<file path="src/hdl/ptu_pkg.sv">
// Function
// - Fetch address is code base plus pointer.
// - Transfer flushes queue, direct fetch, then refill.
// - Control transfers never change processor flags.
// - Saved pointer addresses instruction after call.
// - Near direct call pushes, adds displacement.
// - Near indirect call pushes, loads operand word.
// - Far direct call pushes both, loads both.
// - Far indirect call loads segment second, offset first.
// - Return pops offset, far also pops segment.
// - Return pop value added after popping.
// - Jumps never touch stack or stack pointer.
// - Near jump short or word displacement.
// - Near indirect jump loads operand word.
// - Far direct jump loads offset and segment.
// - Far indirect jump: first offset, second segment.
// - Conditional jump taken only when condition true.
// - Conditional displacement relative to next instruction.
// - Unsigned conditions from carry and zero.
// - Signed conditions from sign xor overflow.
// - Overflow, sign, parity tests and negations.
package ptu_pkg;
  localparam int unsigned WORD_W   = 16;
  localparam int unsigned ADDR_W   = 20;
  localparam int unsigned SEG_SHIFT = 4;
  localparam logic [15:0] STEP_WORD = 16'h0002;
  localparam logic [15:0] IP_RESET  = 16'h0000;
  localparam logic [15:0] CS_RESET  = 16'hffff;
  localparam logic [15:0] SP_RESET  = 16'h0000;

  typedef enum logic [3:0] {
    PTU_OP_CALL_NEAR_DIR = 4'h0,
    PTU_OP_CALL_NEAR_IND = 4'h1,
    PTU_OP_CALL_FAR_DIR  = 4'h2,
    PTU_OP_CALL_FAR_IND  = 4'h3,
    PTU_OP_RET_NEAR      = 4'h4,
    PTU_OP_RET_FAR       = 4'h5,
    PTU_OP_JMP_SHORT     = 4'h6,
    PTU_OP_JMP_NEAR      = 4'h7,
    PTU_OP_JMP_NEAR_IND  = 4'h8,
    PTU_OP_JMP_FAR_DIR   = 4'h9,
    PTU_OP_JMP_FAR_IND   = 4'ha,
    PTU_OP_JCC           = 4'hb
  } ptu_op_e;

  // Condition codes in the conventional 4-bit order; bit 0 negates.
  localparam logic [3:0] CC_O  = 4'h0;
  localparam logic [3:0] CC_B  = 4'h2;
  localparam logic [3:0] CC_E  = 4'h4;
  localparam logic [3:0] CC_BE = 4'h6;
  localparam logic [3:0] CC_S  = 4'h8;
  localparam logic [3:0] CC_P  = 4'ha;
  localparam logic [3:0] CC_L  = 4'hc;
  localparam logic [3:0] CC_LE = 4'he;
endpackage

</file>
<file path="src/hdl/ptu_mem_if.sv">
`timescale 1ns/10ps
interface ptu_mem_if;
  logic        req;
  logic        we;
  logic [19:0] addr;
  logic [15:0] wdata;
  logic [15:0] rdata;
  logic        ack;
  modport master (output req, output we, output addr, output wdata, input rdata, input ack);
  modport slave  (input req, input we, input addr, input wdata, output rdata, output ack);
endinterface

</file>
<file path="src/hdl/ptu_cond_eval.sv">
`timescale 1ns/10ps
module ptu_cond_eval (
  // Condition select and flags
  input  wire logic [3:0] cc_i,
  input  wire logic       carry_flag_i,
  input  wire logic       zero_flag_i,
  input  wire logic       sign_flag_i,
  input  wire logic       overflow_flag_i,
  input  wire logic       parity_flag_i,
  // Result
  output logic            taken_o
);
  logic raw;
  logic sxo;
  always_comb begin
    sxo = sign_flag_i ^ overflow_flag_i;
    unique case ({cc_i[3:1], 1'b0})
      ptu_pkg::CC_O:  raw = overflow_flag_i;
      ptu_pkg::CC_B:  raw = carry_flag_i;
      ptu_pkg::CC_E:  raw = zero_flag_i;
      ptu_pkg::CC_BE: raw = carry_flag_i | zero_flag_i;
      ptu_pkg::CC_S:  raw = sign_flag_i;
      ptu_pkg::CC_P:  raw = parity_flag_i;
      ptu_pkg::CC_L:  raw = sxo;
      default:        raw = sxo | zero_flag_i;
    endcase
    taken_o = raw ^ cc_i[0];
  end
endmodule

</file>
<file path="src/hdl/ptu_mem_port.sv">
`timescale 1ns/10ps
module ptu_mem_port (
  // Clock and reset
  input  wire logic        sys_clk_i,
  input  wire logic        rst_n_i,
  // Request from sequencer
  input  wire logic        go_i,
  input  wire logic        we_i,
  input  wire logic [19:0] addr_i,
  input  wire logic [15:0] wdata_i,
  output logic             done_o,
  output logic [15:0]      rdata_o,
  // Memory side
  ptu_mem_if.master        mem
);
  logic        busy_ff,  nxt_busy;
  logic        we_ff,    nxt_we;
  logic [19:0] addr_ff,  nxt_addr;
  logic [15:0] wdata_ff, nxt_wdata;
  logic [15:0] rdata_ff, nxt_rdata;
  logic        done_ff,  nxt_done;

  always_comb begin
    nxt_busy  = busy_ff;
    nxt_we    = we_ff;
    nxt_addr  = addr_ff;
    nxt_wdata = wdata_ff;
    nxt_rdata = rdata_ff;
    nxt_done  = 1'b0;
    if (busy_ff) begin
      if (mem.ack) begin
        nxt_busy  = 1'b0;
        nxt_done  = 1'b1;
        nxt_rdata = mem.rdata;
      end
    end else if (go_i) begin
      nxt_busy  = 1'b1;
      nxt_we    = we_i;
      nxt_addr  = addr_i;
      nxt_wdata = wdata_i;
    end
  end

  always_ff @(posedge sys_clk_i or negedge rst_n_i) begin
    if (!rst_n_i) begin
      busy_ff  <= 1'b0;
      we_ff    <= 1'b0;
      addr_ff  <= 20'h00000;
      wdata_ff <= 16'h0000;
      rdata_ff <= 16'h0000;
      done_ff  <= 1'b0;
    end else begin
      busy_ff  <= nxt_busy;
      we_ff    <= nxt_we;
      addr_ff  <= nxt_addr;
      wdata_ff <= nxt_wdata;
      rdata_ff <= nxt_rdata;
      done_ff  <= nxt_done;
    end
  end

  assign mem.req   = busy_ff;
  assign mem.we    = we_ff;
  assign mem.addr  = addr_ff;
  assign mem.wdata = wdata_ff;
  assign done_o    = done_ff;
  assign rdata_o   = rdata_ff;
endmodule

</file>
<file path="src/hdl/ptu_top.sv">
`timescale 1ns/10ps
module ptu_top (
  // Clock and reset
  input  wire logic        sys_clk_i,
  input  wire logic        rst_n_i,
  // Instruction issue from the execution_unit
  input  wire logic        start_i,
  input  wire logic [3:0]  op_i,
  input  wire logic [3:0]  cc_i,
  input  wire logic [15:0] next_ip_i,
  input  wire logic [15:0] disp_i,
  input  wire logic [15:0] target_off_i,
  input  wire logic [15:0] target_seg_i,
  input  wire logic        ind_reg_i,
  input  wire logic [15:0] ind_addr_i,
  input  wire logic [15:0] data_seg_i,
  input  wire logic [15:0] pop_val_i,
  output logic             busy_o,
  output logic             done_o,
  // Processor flags and stack segment, only read here
  input  wire logic        carry_flag_i,
  input  wire logic        zero_flag_i,
  input  wire logic        sign_flag_i,
  input  wire logic        overflow_flag_i,
  input  wire logic        parity_flag_i,
  input  wire logic [15:0] stack_seg_i,
  // Architectural state
  output logic [15:0]      instr_pointer_o,
  output logic [15:0]      code_segment_base_o,
  output logic [15:0]      stack_ptr_o,
  output logic [19:0]      fetch_addr_o,
  // Prefetch control for the bus_interface_unit
  output logic             queue_flush_o,
  output logic             direct_fetch_o,
  // Memory port
  output logic             mem_req_o,
  output logic             mem_we_o,
  output logic [19:0]      mem_addr_o,
  output logic [15:0]      mem_wdata_o,
  input  wire logic [15:0] mem_rdata_i,
  input  wire logic        mem_ack_i
);
  typedef enum logic [7:0] {
    S_IDLE  = 8'h01,
    S_PUSH1 = 8'h02,
    S_PUSH2 = 8'h04,
    S_RD1   = 8'h08,
    S_RD2   = 8'h10,
    S_WAIT  = 8'h20,
    S_XFER  = 8'h40,
    S_FLUSH = 8'h80
  } ptu_state_e;

  ptu_mem_if mem_bus ();

  ptu_state_e  st_ff,    nxt_st;
  ptu_state_e  ret_ff,   nxt_ret;
  logic [3:0]  op_ff,    nxt_op;
  logic [15:0] ip_ff,    nxt_ip;
  logic [15:0] cs_ff,    nxt_cs;
  logic [15:0] sp_ff,    nxt_sp;
  logic [15:0] new_ip_ff, nxt_new_ip;
  logic [15:0] new_cs_ff, nxt_new_cs;
  logic [15:0] ptr_ff,   nxt_ptr;
  logic [15:0] pop_ff,   nxt_pop;
  logic [15:0] pseg_ff,  nxt_pseg;
  logic        done_ff,  nxt_done;
  logic        flush_ff, nxt_flush;
  logic        go;
  logic        we;
  logic [19:0] addr;
  logic [15:0] wdata;
  logic        port_done;
  logic [15:0] port_rdata;
  logic        cond_taken;

  function automatic logic [19:0] phys(input logic [15:0] seg, input logic [15:0] off);
    phys = {seg, 4'h0} + {4'h0, off};
  endfunction

  ptu_cond_eval u_cond (
    .cc_i            (cc_i),
    .carry_flag_i    (carry_flag_i),
    .zero_flag_i     (zero_flag_i),
    .sign_flag_i     (sign_flag_i),
    .overflow_flag_i (overflow_flag_i),
    .parity_flag_i   (parity_flag_i),
    .taken_o         (cond_taken)
  );

  ptu_mem_port u_port (
    .sys_clk_i (sys_clk_i),
    .rst_n_i   (rst_n_i),
    .go_i      (go),
    .we_i      (we),
    .addr_i    (addr),
    .wdata_i   (wdata),
    .done_o    (port_done),
    .rdata_o   (port_rdata),
    .mem       (mem_bus.master)
  );

  assign mem_req_o     = mem_bus.req;
  assign mem_we_o      = mem_bus.we;
  assign mem_addr_o    = mem_bus.addr;
  assign mem_wdata_o   = mem_bus.wdata;
  assign mem_bus.rdata = mem_rdata_i;
  assign mem_bus.ack   = mem_ack_i;

  // The sequencer issues one memory word at a time; a single port keeps bus order strict.
  always_comb begin
    nxt_st     = st_ff;
    nxt_ret    = ret_ff;
    nxt_op     = op_ff;
    nxt_ip     = ip_ff;
    nxt_cs     = cs_ff;
    nxt_sp     = sp_ff;
    nxt_new_ip = new_ip_ff;
    nxt_new_cs = new_cs_ff;
    nxt_ptr    = ptr_ff;
    nxt_pop    = pop_ff;
    nxt_pseg   = pseg_ff;
    nxt_done   = 1'b0;
    nxt_flush  = 1'b0;
    go         = 1'b0;
    we         = 1'b0;
    addr       = 20'h00000;
    wdata      = 16'h0000;
    unique case (st_ff)
      S_IDLE: begin
        if (start_i) begin
          nxt_op     = op_i;
          nxt_ip     = next_ip_i;
          nxt_new_cs = cs_ff;
          nxt_ptr    = ind_addr_i;
          nxt_pseg   = data_seg_i;
          nxt_pop    = pop_val_i;
          unique case (op_i)
            ptu_pkg::PTU_OP_CALL_NEAR_DIR: begin
              nxt_new_ip = next_ip_i + disp_i;
              nxt_st     = S_PUSH2;
            end
            ptu_pkg::PTU_OP_CALL_NEAR_IND: begin
              nxt_st = ind_reg_i ? S_PUSH2 : S_RD1;
              nxt_new_ip = target_off_i;
            end
            ptu_pkg::PTU_OP_CALL_FAR_DIR: begin
              nxt_new_ip = target_off_i;
              nxt_new_cs = target_seg_i;
              nxt_st     = S_PUSH1;
            end
            ptu_pkg::PTU_OP_CALL_FAR_IND: nxt_st = S_RD1;
            ptu_pkg::PTU_OP_RET_NEAR,
            ptu_pkg::PTU_OP_RET_FAR: begin
              nxt_ptr  = sp_ff;
              nxt_pseg = stack_seg_i;
              nxt_st   = S_RD1;
            end
            ptu_pkg::PTU_OP_JMP_SHORT: begin
              nxt_new_ip = next_ip_i + {{8{disp_i[7]}}, disp_i[7:0]};
              nxt_st     = S_XFER;
            end
            ptu_pkg::PTU_OP_JMP_NEAR: begin
              nxt_new_ip = next_ip_i + disp_i;
              nxt_st     = S_XFER;
            end
            ptu_pkg::PTU_OP_JMP_NEAR_IND: begin
              nxt_new_ip = target_off_i;
              nxt_st     = ind_reg_i ? S_XFER : S_RD1;
            end
            ptu_pkg::PTU_OP_JMP_FAR_DIR: begin
              nxt_new_ip = target_off_i;
              nxt_new_cs = target_seg_i;
              nxt_st     = S_XFER;
            end
            ptu_pkg::PTU_OP_JMP_FAR_IND: nxt_st = S_RD1;
            ptu_pkg::PTU_OP_JCC: begin
              nxt_new_ip = next_ip_i + {{8{disp_i[7]}}, disp_i[7:0]};
              nxt_st     = cond_taken ? S_XFER : S_IDLE;
              nxt_done   = !cond_taken;
            end
            default: nxt_done = 1'b1;
          endcase
        end
      end
      S_PUSH1: begin
        nxt_sp  = sp_ff - ptu_pkg::STEP_WORD;
        go      = 1'b1;
        we      = 1'b1;
        addr    = phys(stack_seg_i, sp_ff - ptu_pkg::STEP_WORD);
        wdata   = cs_ff;
        nxt_ret = S_PUSH2;
        nxt_st  = S_WAIT;
      end
      S_PUSH2: begin
        nxt_sp  = sp_ff - ptu_pkg::STEP_WORD;
        go      = 1'b1;
        we      = 1'b1;
        addr    = phys(stack_seg_i, sp_ff - ptu_pkg::STEP_WORD);
        wdata   = ip_ff;
        nxt_ret = S_XFER;
        nxt_st  = S_WAIT;
      end
      S_RD1: begin
        go      = 1'b1;
        addr    = phys(pseg_ff, ptr_ff);
        nxt_st  = S_WAIT;
        nxt_ret = S_RD1;
      end
      S_RD2: begin
        go      = 1'b1;
        addr    = phys(pseg_ff, ptr_ff + ptu_pkg::STEP_WORD);
        nxt_st  = S_WAIT;
        nxt_ret = S_RD2;
      end
      S_WAIT: begin
        if (port_done) begin
          nxt_st = ret_ff;
          if (ret_ff == S_RD1) begin
            nxt_new_ip = port_rdata;
            unique case (op_ff)
              ptu_pkg::PTU_OP_RET_NEAR: begin
                nxt_sp = sp_ff + ptu_pkg::STEP_WORD + pop_ff;
                nxt_st = S_XFER;
              end
              ptu_pkg::PTU_OP_RET_FAR: begin
                nxt_sp = sp_ff + ptu_pkg::STEP_WORD;
                nxt_st = S_RD2;
              end
              ptu_pkg::PTU_OP_CALL_NEAR_IND: nxt_st = S_PUSH2;
              ptu_pkg::PTU_OP_CALL_FAR_IND:  nxt_st = S_RD2;
              ptu_pkg::PTU_OP_JMP_FAR_IND:   nxt_st = S_RD2;
              default:                       nxt_st = S_XFER;
            endcase
          end else if (ret_ff == S_RD2) begin
            nxt_new_cs = port_rdata;
            if (op_ff == ptu_pkg::PTU_OP_RET_FAR) begin
              nxt_sp = sp_ff + ptu_pkg::STEP_WORD + pop_ff;
              nxt_st = S_XFER;
            end else if (op_ff == ptu_pkg::PTU_OP_CALL_FAR_IND) begin
              nxt_st = S_PUSH1;
            end else begin
              nxt_st = S_XFER;
            end
          end
        end
      end
      S_XFER: begin
        nxt_ip    = new_ip_ff;
        nxt_cs    = new_cs_ff;
        nxt_flush = 1'b1;
        nxt_st    = S_FLUSH;
      end
      S_FLUSH: begin
        nxt_done = 1'b1;
        nxt_st   = S_IDLE;
      end
      default: nxt_st = S_IDLE;
    endcase
  end

  always_ff @(posedge sys_clk_i or negedge rst_n_i) begin
    if (!rst_n_i) begin
      st_ff     <= S_IDLE;
      ret_ff    <= S_IDLE;
      op_ff     <= 4'h0;
      ip_ff     <= ptu_pkg::IP_RESET;
      cs_ff     <= ptu_pkg::CS_RESET;
      sp_ff     <= ptu_pkg::SP_RESET;
      new_ip_ff <= 16'h0000;
      new_cs_ff <= 16'h0000;
      ptr_ff    <= 16'h0000;
      pop_ff    <= 16'h0000;
      pseg_ff   <= 16'h0000;
      done_ff   <= 1'b0;
      flush_ff  <= 1'b0;
    end else begin
      st_ff     <= nxt_st;
      ret_ff    <= nxt_ret;
      op_ff     <= nxt_op;
      ip_ff     <= nxt_ip;
      cs_ff     <= nxt_cs;
      sp_ff     <= nxt_sp;
      new_ip_ff <= nxt_new_ip;
      new_cs_ff <= nxt_new_cs;
      ptr_ff    <= nxt_ptr;
      pop_ff    <= nxt_pop;
      pseg_ff   <= nxt_pseg;
      done_ff   <= nxt_done;
      flush_ff  <= nxt_flush;
    end
  end

  // Flags are inputs only, so no transfer here can alter them.
  assign instr_pointer_o     = ip_ff;
  assign code_segment_base_o = cs_ff;
  assign stack_ptr_o         = sp_ff;
  assign fetch_addr_o        = phys(cs_ff, ip_ff);
  assign queue_flush_o       = flush_ff;
  assign direct_fetch_o      = flush_ff;
  assign busy_o              = (st_ff != S_IDLE);
  assign done_o              = done_ff;
endmodule
</file>
<file path="config.mk">
export PLATFORM = sky130hd
export DESIGN_NAME = ptu_top
export DESIGN_NICKNAME = d
export VERILOG_FILES = /design/src/hdl/ptu_pkg.sv /design/src/hdl/ptu_mem_if.sv /design/src/hdl/ptu_cond_eval.sv /design/src/hdl/ptu_mem_port.sv /design/src/hdl/ptu_top.sv
export SDC_FILE = /design/constraint.sdc
export NUM_CORES = 1
export LEC_CHECK = 0
export ABC_AREA = 1
export ABC_CLOCK_PERIOD_IN_PS = 4550
export BUFFER_PORTS_ARGS = -buffer_cell sky130_fd_sc_hd__buf_4
export CAP_MARGIN = 20
export CORE_MARGIN = 4
export CORE_UTILIZATION = 55
export DETAILED_ROUTE_END_ITERATION = 12
export GPL_ROUTABILITY_DRIVEN = 1
export PLACE_DENSITY = 0.8
export SYNTH_ARGS = -nofsm -noshare
export SYNTH_HDL_FRONTEND = slang
export SYNTH_HIERARCHICAL = 1
export SYNTH_SLANG_ARGS = --single-unit
</file>
<file path="constraint.sdc">
create_clock -name sys_clk_i -period 4.55 [get_ports sys_clk_i]
set_clock_uncertainty 0.15 [all_clocks]
set_input_delay 0.6825 -clock sys_clk_i [delete_from_list [all_inputs] [get_ports sys_clk_i]]
set_output_delay 0.6825 -clock sys_clk_i [all_outputs]
set_load 0.01 [all_outputs]
</file>
==> Yosys cells after proc, flatten, opt, wreduce, memory -nomap -nowiden <==
Index checks and enable logic that the tools add are counted.
{ "op_classes": {"eq_ne": 43, "mux": 48, "n_reduce_logical": 26, "addsub": 10, "bitwise": 5} }
{ "op_table": {"columns": ["operator", "n"], "rows": [
  ["two-way mux 16 bit", 15],
  ["case mux 16 bit (2 select lines)", 6],
  ["adder 20 x 16 -> 20 bit", 4],
  ["case mux 8 bit (4 select lines)", 2],
  ["case mux 20 bit (3 select lines)", 1],
  ["case mux 8 bit (7 select lines)", 1],
  ["adder 16 bit", 3],
  ["case mux 16 bit (3 select lines)", 1],
  ["adder 16 x 2 -> 16 bit (second input constant)", 2],
  ["two-way mux 8 bit", 4],
  ["two-way mux 7 bit", 4],
  ["== test 4 x 3 -> 1 bit (second input constant)", 6],
  ["== test 4 bit (second input constant)", 5],
  ["== test 8 x 4 -> 1 bit (second input constant)", 2],
  ["== test 8 x 5 -> 1 bit (second input constant)", 2],
  ["subtractor 16 x 2 -> 16 bit (second input constant)", 1],
  ["AND reduction 5 bit", 3],
  ["case mux 7 bit (2 select lines)", 1],
  ["== test 4 x 2 -> 1 bit (second input constant)", 3],
  ["OR reduction 4 bit", 3],
  ["OR reduction 11 bit", 1],
  ["OR reduction 2 bit", 5],
  ["== test 3 bit (second input constant)", 3],
  ["two-way mux 1 bit", 9],
  ["other kinds (30)", 45]
]} }
{ "totals": {"out_inout_bits": 110, "in_bits": 162, "regBits": 205} }

==> Depth between registers and ports, before layout <==
Gate-level depths: netlist of run 1.
{ "logic_depth": {"ltp_word": 8, "depth_mapped": 22, "depth_no_buf": 22} }

==> Hierarchy <==
Netlist of run 1, hierarchy kept.
{ "modules_own_cells": {"columns": ["mod", "cells_each", "instances", "area_each_um2", "seq_area_each_um2"], "rows": [
  ["ptu_top", 1855, 1, 12308.1, 3701.0],
  ["ptu_mem_port", 236, 1, 2282.2, 1376.3],
  ["ptu_cond_eval", 26, 1, 112.6, 0.0]
]} }

==> Least setup slack after synthesis of run 1 <==
No wires, ideal clock.
{ "synth_path": {"path_type": "reg-to-reg", "start": "reg st_ff[1]", "end": "reg u_port.addr_ff[16], in the netlist u_port/mem.addr[16]", "n_path_buf": 0, "arrival_time_ps": 2880, "synth_period_minus_slack_ps": 3147, "path_stages_with_launch": 21, "setup_time_ps": 117, "t_required_ps": 4283, "setup_slack_ps": 1403, "cell_sequence": "dfrtp_1 nor2_2 nand2_1 inv_2 nand4_1 clkinv_1 nand4_1 nor2_1 nand2_1 xor2_1 ha_1 nand2_1 nor2_1 nand3_1 nand3_1 a21boi_0 or2_2 nand3_1 nand2_1 nand3_1 nand2_1"} }
{ "synth_rtl": {"columns": ["item", "line_no", "source"], "rows": [
  ["start: declaration", "ptu_top.sv:56", "ptu_state_e st_ff, nxt_st;"],
  ["start signal: assignment", "ptu_top.sv:278", "st_ff <= nxt_st;"],
  ["== test 8 x 3 -> 1 bit / == test 8 x 2 -> 1 bit (equally long branches)", "ptu_top.sv:129", "unique case (st_ff)"],
  ["OR reduction 2 bit (no source line)", null, null],
  ["case mux 20 bit (3 select lines) *", "ptu_top.sv:129", null],
  ["net addr[16]", "ptu_top.sv:71", "logic [19:0] addr;"],
  ["end signal: assignment", "ptu_mem_port.sv:55", "addr_ff <= nxt_addr;"],
  ["end: declaration", "ptu_mem_port.sv:18", "logic [19:0] addr_ff, nxt_addr;"]
]} }
Mark *: on every way through the listed nets, which the timed path passes. The rest lies on a longest branch.
A chain may end at the register's enable or synchronous reset.

==> Worst setup path after layout of run 1 <==
{ "layout_path": {"start": "reg cs_ff[0], in the netlist code_segment_base_o[0]", "end": "out fetch_addr_o[14]"} }
{ "layout_via": {"elab_chain_cells": 1} }
{ "layout_lines": {"columns": ["item", "line_no", "source"], "rows": [
  ["start: declaration", "ptu_top.sv:60", "logic [15:0] cs_ff, nxt_cs;"],
  ["start signal: assignment", "ptu_top.sv:268", "cs_ff <= ptu_pkg::CS_RESET;"],
  ["start signal: assignment", "ptu_top.sv:282", "cs_ff <= nxt_cs;"],
  ["adder 20 x 16 -> 20 bit", "ptu_top.sv:78", "phys = {seg, 4'h0} + {4'h0, off};"],
  ["end: declaration", "ptu_top.sv:31", "output logic [19:0] fetch_addr_o,"]
]} }
Every way passes these cells.

==> flow_summary.rst, run 1 <==
.. list-table::
   :header-rows: 1

   * - Metric
     - Value
   * - Drt first-iter violations
     - 1544
   * - Dominant register cell in the synthesized netlist
     - dfrtp_1
   * - Synthesized netlist net count
     - 2353
   * - Most common library cell in the layout ignoring fill and taps
     - nand2_1
   * - Result of the run
     - completed
   * - Number of unique standard cell types used by synthesis
     - 62
   * - Most used cells in the layout excluding fill and tap cells
     - nand2_1, buf_4, inv_1, nor2_1, dfrtp_1
   * - Number of vias per cell after detailed routing
     - 5.589
   * - Max transition margin
     - 29.79%
   * - Delay of the slowest critical-path stage
     - 0.57 ns
   * - Clock network power share
     - 15.5%
   * - Total met2 wirelength after detailed routing
     - 21530 um
   * - Clock slew at the register clock pins of the worst setup and hold paths
     - 0.06 ns
   * - Pin count of the biggest net entering global routing
     - 121
   * - Post-route minimum period
     - 3.716 ns
   * - Die extent in x
     - 171.5 um
   * - Cells after synthesis
     - 2117
   * - Hold violation total from the final report
     - 0
   * - Highest clock frequency the design can meet
     - 269.1 MHz
   * - Residual antenna-violating net count after detailed routing
     - 0
   * - Unrepaired setup endpoints after global routing
     - no
   * - Worst voltage drop across the vdd grid
     - 0.4426 mV
   * - Syn Std Cell Area
     - 14700 um2
   * - Max-cap viol count
     - 0
   * - Asr flop ratio synth
     - 100.0%
   * - Largest fanout on the critical path
     - 5
   * - Detailed-routing iteration count for the pre-antenna-repair pass
     - 6
   * - Number of buffer and inverter instances along the worst setup path
     - 3
   * - Data arrival time of the worst path
     - 2.88 ns
   * - Max-slew violation count
     - 0
   * - Clock Latency Late Sink
     - 0.53 ns
   * - Layout cells sized above 1
     - 17.30%
   * - Via count of the routed design
     - 15090
   * - Type of the tightest min-delay check
     - in2async
   * - Setup CP Type
     - reg2out
   * - Data required, critical path
     - 3.72 ns
   * - Met1 Routed Length
     - 20950 um
   * - Cell leakage power
     - 9.254 nW
   * - Growth of design area from synthesis to finish
     - 19.40%
   * - Largest delay share family, worst path
     - adder cells
   * - Internal Power
     - 6.194 mW
   * - Psw
     - 5.904 mW
   * - Post-CTS Resized
     - 0
   * - CTS tree
     - yes
   * - Slowest stage cell, crit path
     - dfstp_2
   * - Hold bufs inserted after CTS
     - 0
   * - Footprint of the flip-flops and latches
     - 5077 um2
   * - Portion of the clock cycle consumed by the worst path in the final layout
     - 81.67%
   * - Number of clock buffers inserted by TritonCTS
     - 24
   * - H-tree level count
     - 1
   * - Met3 Wirelength
     - 3674 um
   * - Starting utilization of the core area
     - 56.10%
   * - Setup_tns
     - 0 ns
   * - Net count, final
     - 2582
   * - Clock tree root driver cell
     - clkbuf_16
   * - I/O pins
     - 272
   * - Wire length of the first global-routing pass
     - 75240 um
   * - DIE AREA
     - 29410 um2
   * - Most prevalent standard cell on the critical path
     - inv_1
   * - Final HPWL from detailed placement
     - 36770 um
   * - EDFF count, synth
     - 0
   * - Diodes inserted
     - 0
   * - Number of buffers on the longest clock path
     - 3
   * - Number of fill cells
     - 2400
   * - Startpoint types
     - register
   * - Post-synthesis average cell area
     - 6.945 um2
   * - CTS Sinks
     - 202
   * - Overall overflow remaining after global route
     - 0
   * - Relative contribution of combinational cells to total power
     - 57.1%
   * - Number of warnings reported in the yosys synthesis log
     - 6
   * - Tightest Pin Transition
     - 1.053 ns
   * - Buffers added on ports
     - 271
   * - Row cnt
     - 59
   * - Portion of total power attributed to sequential cells
     - 27.4%
   * - GP Congestion
     - 0.9719
   * - Number of synthesized register bits
     - 202
   * - Post-CTS Setup Repair Bufs
     - 0
   * - Per-cell routed wire length
     - 17.62 um
   * - Via count of the first global-routing pass
     - 14130
   * - Core region area
     - 26210 um2
   * - Overall routed net length
     - 47550 um
   * - Highest metal used
     - met4
   * - Endpoints failing setup
     - 0
   * - Power per cell area
     - 689.1 nW/um2
   * - Gr usage total
     - 31.87%
   * - Area occupied by multi-input gates
     - 8163 um2
   * - Net switching fraction of the power
     - 48.81%
   * - Total power draw
     - 12.10 mW
   * - Critical Path, Cell by Cell
     - ha_1 -> inv_1 -> fa_1 -> inv_1 -> nand3_1 -> nand2_1 -> a31oi_1 -> o21ai_0 -> a21oi_1 -> xor2_1 -> buf_4
   * - Number of antenna violations at the first check in global routing
     - 0
   * - Floorplan die height
     - 171.5 um
   * - Post-route DRC
     - 0
   * - Sequential-to-total area share from yosys stat
     - 34.53%
   * - CP endpoint kind
     - output pin
==> Yosys cell counts (19+ instances only) <==
cell type  instances  area share (%)
a31oi_1           22            0.94
buf_2             23            0.78
inv_1            243             6.2
dfrtp_1          184              31
o22ai_1           26             1.1
ha_1              69             5.9
o211ai_1          19            0.97
nand2_1          585              15
nor2_1           200             5.1
nand3_1          158             5.4
o21ai_0          154             5.2
xor2_1            47             2.8
a21oi_1           92             3.1
nor3_1            39             1.3
clkbuf_1          20            0.51
o21ai_1           29            0.99
nand2_2           25             1.1
==> path summary, 6_finish.rpt <==
kind | startpoint | to | slack (ns) | depth (start not counted)
max in group asynchronous | rst_n_i | st_ff[0]$_DFFE_PN1P_ | 3.13 | 2
worst max-delay path | code_segment_base_o[0]$_DFFE_PN1P_ | fetch_addr_o[14] | 0.83 | 11
worst min-delay path | rst_n_i | direct_fetch_o$_DFF_PN0_ | 0.11 | 1
worst max register to register | st_ff[1]$_DFFE_PN0P_ | u_port/mem.addr[16]$_DFFE_PN0P_ | 0.88 | 20
min in group sys_clk_i | pop_val_i[4] | pop_ff[4]$_DFFE_PN0P_ | 0.21 | 3
worst min register to register | u_port/mem.wdata[7]$_DFFE_PN0P_ | u_port/mem.wdata[7]$_DFFE_PN0P_ | 0.32 | 2
==> final cells by class <==
| type | instances | share of cell area, % |
|---|---|---|
| multi-input cells | 1576 | 46.50 |
| flip-flops and latches | 202 | 28.92 |
| well taps | 335 | 2.388 |
| repair buffers | 282 | 12.17 |
| clock inverters | 5 | 0.1782 |
| clock buffers | 39 | 4.262 |
| inverters | 260 | 5.588 |
==> kinds of logic (layout without fill, tap and decap cells) <==
group / Yosys count / in the layout / synth area share (%)
fa+ha+maj: 74 / 74 / 6.553
buf+inv: 339 / 586 / 9.999
simple gates: 1058 / 1058 / 30.64
flops: 202 / 202 / 34.53
compound gates: 389 / 389 / 14.99
xor+xnor: 55 / 55 / 3.276
==> power by group through the flow <==
stage / registers (mW) / clock network (mW) / logic (mW)
final: 3.31 / 1.88 / 6.90
after global routing: 3.39 / 1.98 / 7.75
after CTS: 3.29 / 1.90 / 6.84
after detailed placement: 3.31 / 0 / 6.80
after global placement: 3.29 / 0 / 6.66
after floorplan: 3.13 / 0 / 4.89
==> stage by stage <==
step / setup WS [ns] / util [%] / area (um2) / hold WS [ns] / instances
final: 0.8342 / 66.99 / 17560 / 0.1136 / 2699
after global routing: 0.3983 / 66.99 / 17560 / 0.2115 / 2699
after CTS: 0.8278 / 66.99 / 17560 / 0.2005 / 2699
after detailed placement: 0.9065 / 64.02 / 16780 / 0.3094 / 2655
after global placement: 1.048 / 64.02 / 16780 / 0.3067 / 2655
after floorplan: 1.403 / - / 14700 / 0.2369 / 2117
==> registers in the layout, summed over array words and instances, names as in the netlist, 4 cells and up <==
register	flops
code_segment_base_o	16
instr_pointer_o	16
new_cs_ff	16
new_ip_ff	16
op_ff	4
pop_ff	16
pseg_ff	16
ptr_ff	16
ret_ff	5
st_ff	8
stack_ptr_o	16
u_port/mem.addr	20
u_port/mem.wdata	16
u_port/rdata_o	16
==> routing by layer <==
metal | vias to the layer above | global-route usage, %
li1 | 7363 | -
met1 | 7007 | 45.67
met2 | 626 | 50.58
met3 | 90 | 4.781
met4 | 0 | 8.922
met5 | - | 0
No activity file was read; power rests on OpenSTA's default activity.
==> inputs of run 2 (changes only) <==
--- a/config.mk
+++ b/config.mk
@@ -6,14 +6,14 @@
 export NUM_CORES = 1
 export LEC_CHECK = 0
 export ABC_AREA = 1
-export ABC_CLOCK_PERIOD_IN_PS = 4550
+export ABC_CLOCK_PERIOD_IN_PS = 3130
 export BUFFER_PORTS_ARGS = -buffer_cell sky130_fd_sc_hd__buf_4
 export CAP_MARGIN = 20
 export CORE_MARGIN = 4
-export CORE_UTILIZATION = 55
+export CORE_UTILIZATION = 52
 export DETAILED_ROUTE_END_ITERATION = 12
 export GPL_ROUTABILITY_DRIVEN = 1
-export PLACE_DENSITY = 0.8
+export PLACE_DENSITY = 0.79
 export SYNTH_ARGS = -nofsm -noshare
 export SYNTH_HDL_FRONTEND = slang
 export SYNTH_HIERARCHICAL = 1
==> constraint.sdc (replaced) <==
create_clock -name sys_clk_i -period 3.13 [get_ports sys_clk_i]
set_clock_uncertainty 0.15 [all_clocks]
set_input_delay 0.4695 -clock sys_clk_i [delete_from_list [all_inputs] [get_ports sys_clk_i]]
set_output_delay 0.4695 -clock sys_clk_i [all_outputs]
set_load 0.01 [all_outputs]
==> run 2 against run 1 <==
- the run now ends with negative setup slack left
- clock power grew 51%
- critical path depth grew 9
- utilization grew 1.9 points
- via count grew 4.8%
- largest power group unchanged
- global-route usage shrank 0.92 points
- routed wire length grew 5.2%
- critical path type is now reg2reg
- flip-flop and latch count is the same
==> flow_summary.rst, run 2 (synthesis results as in run 1) <==
.. list-table::
   :header-rows: 1

   * - Metric
     - Value
   * - Result of the run
     - finished with violations
   * - Violations in the final reports
     - negative setup slack
   * - Overall overflow remaining after global route
     - 0
   * - Largest fanout on the critical path
     - 3
   * - Cell leakage power
     - 9.961 nW
   * - Growth of design area from synthesis to finish
     - 30.44%
   * - Worst voltage drop across the vdd grid
     - 0.5711 mV
   * - Residual antenna-violating net count after detailed routing
     - 0
   * - Finished Layout Cells
     - 2878
   * - Cell count after placement
     - 2796
   * - Endpoints failing setup
     - 5
   * - Data required, critical path
     - 3.39 ns
   * - Number of stages on the worst hold path
     - 3
   * - CTS Sinks
     - 202
   * - Overall routed net length
     - 50030 um
   * - Total power draw
     - 19.76 mW
   * - Worst Reg2Reg Path Length in Cells
     - 20
   * - Portion of the clock cycle consumed by the worst path in the final layout
     - 101.9%
   * - Buffers added on ports
     - 271
   * - Startpoint types
     - register
   * - Clock Latency Late Sink
     - 0.52 ns
   * - CTS tree
     - yes
   * - Per-cell routed wire length
     - 17.38 um
   * - Drt first-iter violations
     - 1628
   * - Hold violation total from the final report
     - 0
   * - Number of vias per cell after detailed routing
     - 5.495
   * - Diodes inserted
     - 0
   * - Setup CP Type
     - reg2reg
   * - Via count of the routed design
     - 15820
   * - Number of flip-flops in the largest register
     - 20
   * - Max-slew violation count
     - 0
   * - Gr usage total
     - 30.94%
   * - Floorplan die height
     - 176.2 um
   * - Highest clock frequency the design can meet
     - 313.7 MHz
   * - Layout cells sized above 1
     - 24.88%
   * - Most common library cell in the layout ignoring fill and taps
     - nand2_1
   * - Pin count of the biggest net entering global routing
     - 91
   * - DIE AREA
     - 31030 um2
   * - Most used cells in the layout excluding fill and tap cells
     - nand2_1, buf_4, inv_1, nor2_1, dfrtp_1
   * - CP endpoint kind
     - register
   * - Type of the tightest min-delay check
     - in2reg
   * - Core region area
     - 27860 um2
   * - Worst Setup Slack, final
     - -0.05809 ns
   * - Clock tree root driver cell
     - clkbuf_16
   * - I/O pins
     - 272
   * - Number of antenna violations at the first check in global routing
     - 0
   * - Power per cell area
     - 1030 nW/um2
   * - Post-route minimum period
     - 3.188 ns
   * - Post-route DRC
     - 0
   * - Clock slew at the register clock pins of the worst setup and hold paths
     - 0.06 ns
   * - Max-cap viol count
     - 0
   * - Starting utilization of the core area
     - 52.78%
   * - Worst Setup Slack post-DPL
     - -0.1077 ns
   * - Number of buffers on the longest clock path
     - 3
   * - Wire length of the first global-routing pass
     - 78200 um
   * - Unrepaired setup endpoints after global routing
     - yes
   * - Number of clock buffers inserted by TritonCTS
     - 24
   * - Tightest Pin Transition
     - 0.6650 ns
   * - Via count of the first global-routing pass
     - 14730
   * - Row cnt
     - 61
   * - Die extent in x
     - 176.2 um
   * - Net count, final
     - 2718
   * - H-tree level count
     - 1
   * - Data arrival time of the worst path
     - 3.45 ns
   * - GP Congestion
     - 0.9533
   * - Detailed-routing iteration count for the pre-antenna-repair pass
     - 6
   * - Final HPWL from detailed placement
     - 38590 um
   * - Max transition margin
     - 55.62%
==> run 2: cell count changes in the layout (fill, tap and decap cells not counted), sizes merged <==
cell | before | now
buf | 281 | 401
dlygate4sd3 | 0 | 16
clkbuf | 40 | 35
bufinv | 0 | 2
clkinv | 7 | 9
clkinvlp | 1 | 2
==> run 2: layout make-up <==
type	count	area [um2]
tap	378	473.0
clock buffer	34	689.4
fill	2381	8680
clock inverter	10	108.9
sequential	202	5077
multi-input combinational	1576	8613
timing repair buffer	418	3234
inverter	260	982.2
==> run 2: layer usage <==
layer	vias up	track usage, %	share of wire (%)
met3	125	4.818	8.1
met5	-	0	0
li1	7624	-	-
met1	7371	44.32	43
met2	696	48.02	45
met4	0	10.66	4.2
==> run 2: metrics by stage <==
stage	hold WS (ns)	cell area, um2	util (%)	setup TNS [ns]
3_3_place_gp	0.3054	17600	63.19	0
6_report	0.04230	19180	68.84	-0.1152
4_1_cts	0.02092	18740	67.28	-0.09101
2_1_floorplan	0.02391	14700	-	0
3_5_place_dp	0.3101	17600	63.19	-0.4232
5_1_grt	0.04231	19180	68.84	-2.614
==> run 2: worst paths after layout <==
kind / end / slack (ns) / startpoint
max reg2reg: u_port/mem.addr[17]$_DFFE_PN0P_ / -0.06 / st_ff[6]$_DFFE_PN0P_
max in group asynchronous: pop_ff[12]$_DFFE_PN0P_ / 1.52 / rst_n_i
min reg2reg: ret_ff[0]$_DFFE_PN1P_ / 0.32 / ret_ff[0]$_DFFE_PN1P_
min in group asynchronous: direct_fetch_o$_DFF_PN0_ / 0.38 / rst_n_i
min: pop_ff[15]$_DFFE_PN0P_ / 0.04 / pop_val_i[15]
max: u_port/mem.addr[17]$_DFFE_PN0P_ / -0.06 / st_ff[6]$_DFFE_PN0P_
==> run 2: worst max-delay path, stage by stage (launching register included) <==
cell,delay (ns)
dfrtp_1,0.39
inv_1,0.08
nand2_1,0.11
inv_2,0.09
nand4_1,0.15
clkinv_2,0.12
nand4_1,0.17
nor2_2,0.17
nand2_1,0.08
xor2_1,0.16
ha_1,0.34
buf_4,0.13
nand2_1,0.10
nor2_1,0.17
nand2_1,0.08
o21ai_1,0.17
a21oi_1,0.08
o21ai_1,0.13
nand2_1,0.07
nand3_1,0.08
nand2_1,0.06
==> run 2: timing repair <==
item / 4_1_cts / 5_1_grt
setup endpoints to repair: 18 / 28
setup buffers: 10 / 12
hold endpoints to repair: 75 / 0
resized for setup: 32 / 99
hold buffers: 16 / 0
pin swaps: 17 / 44
==> run 2: power breakdown <==
| group | internal [mW] | switching (mW) |
|---|---|---|
| sequential | 3.71 | 0.915 |
| clock | 1.70 | 1.13 |
| combinational | 4.93 | 7.37 |
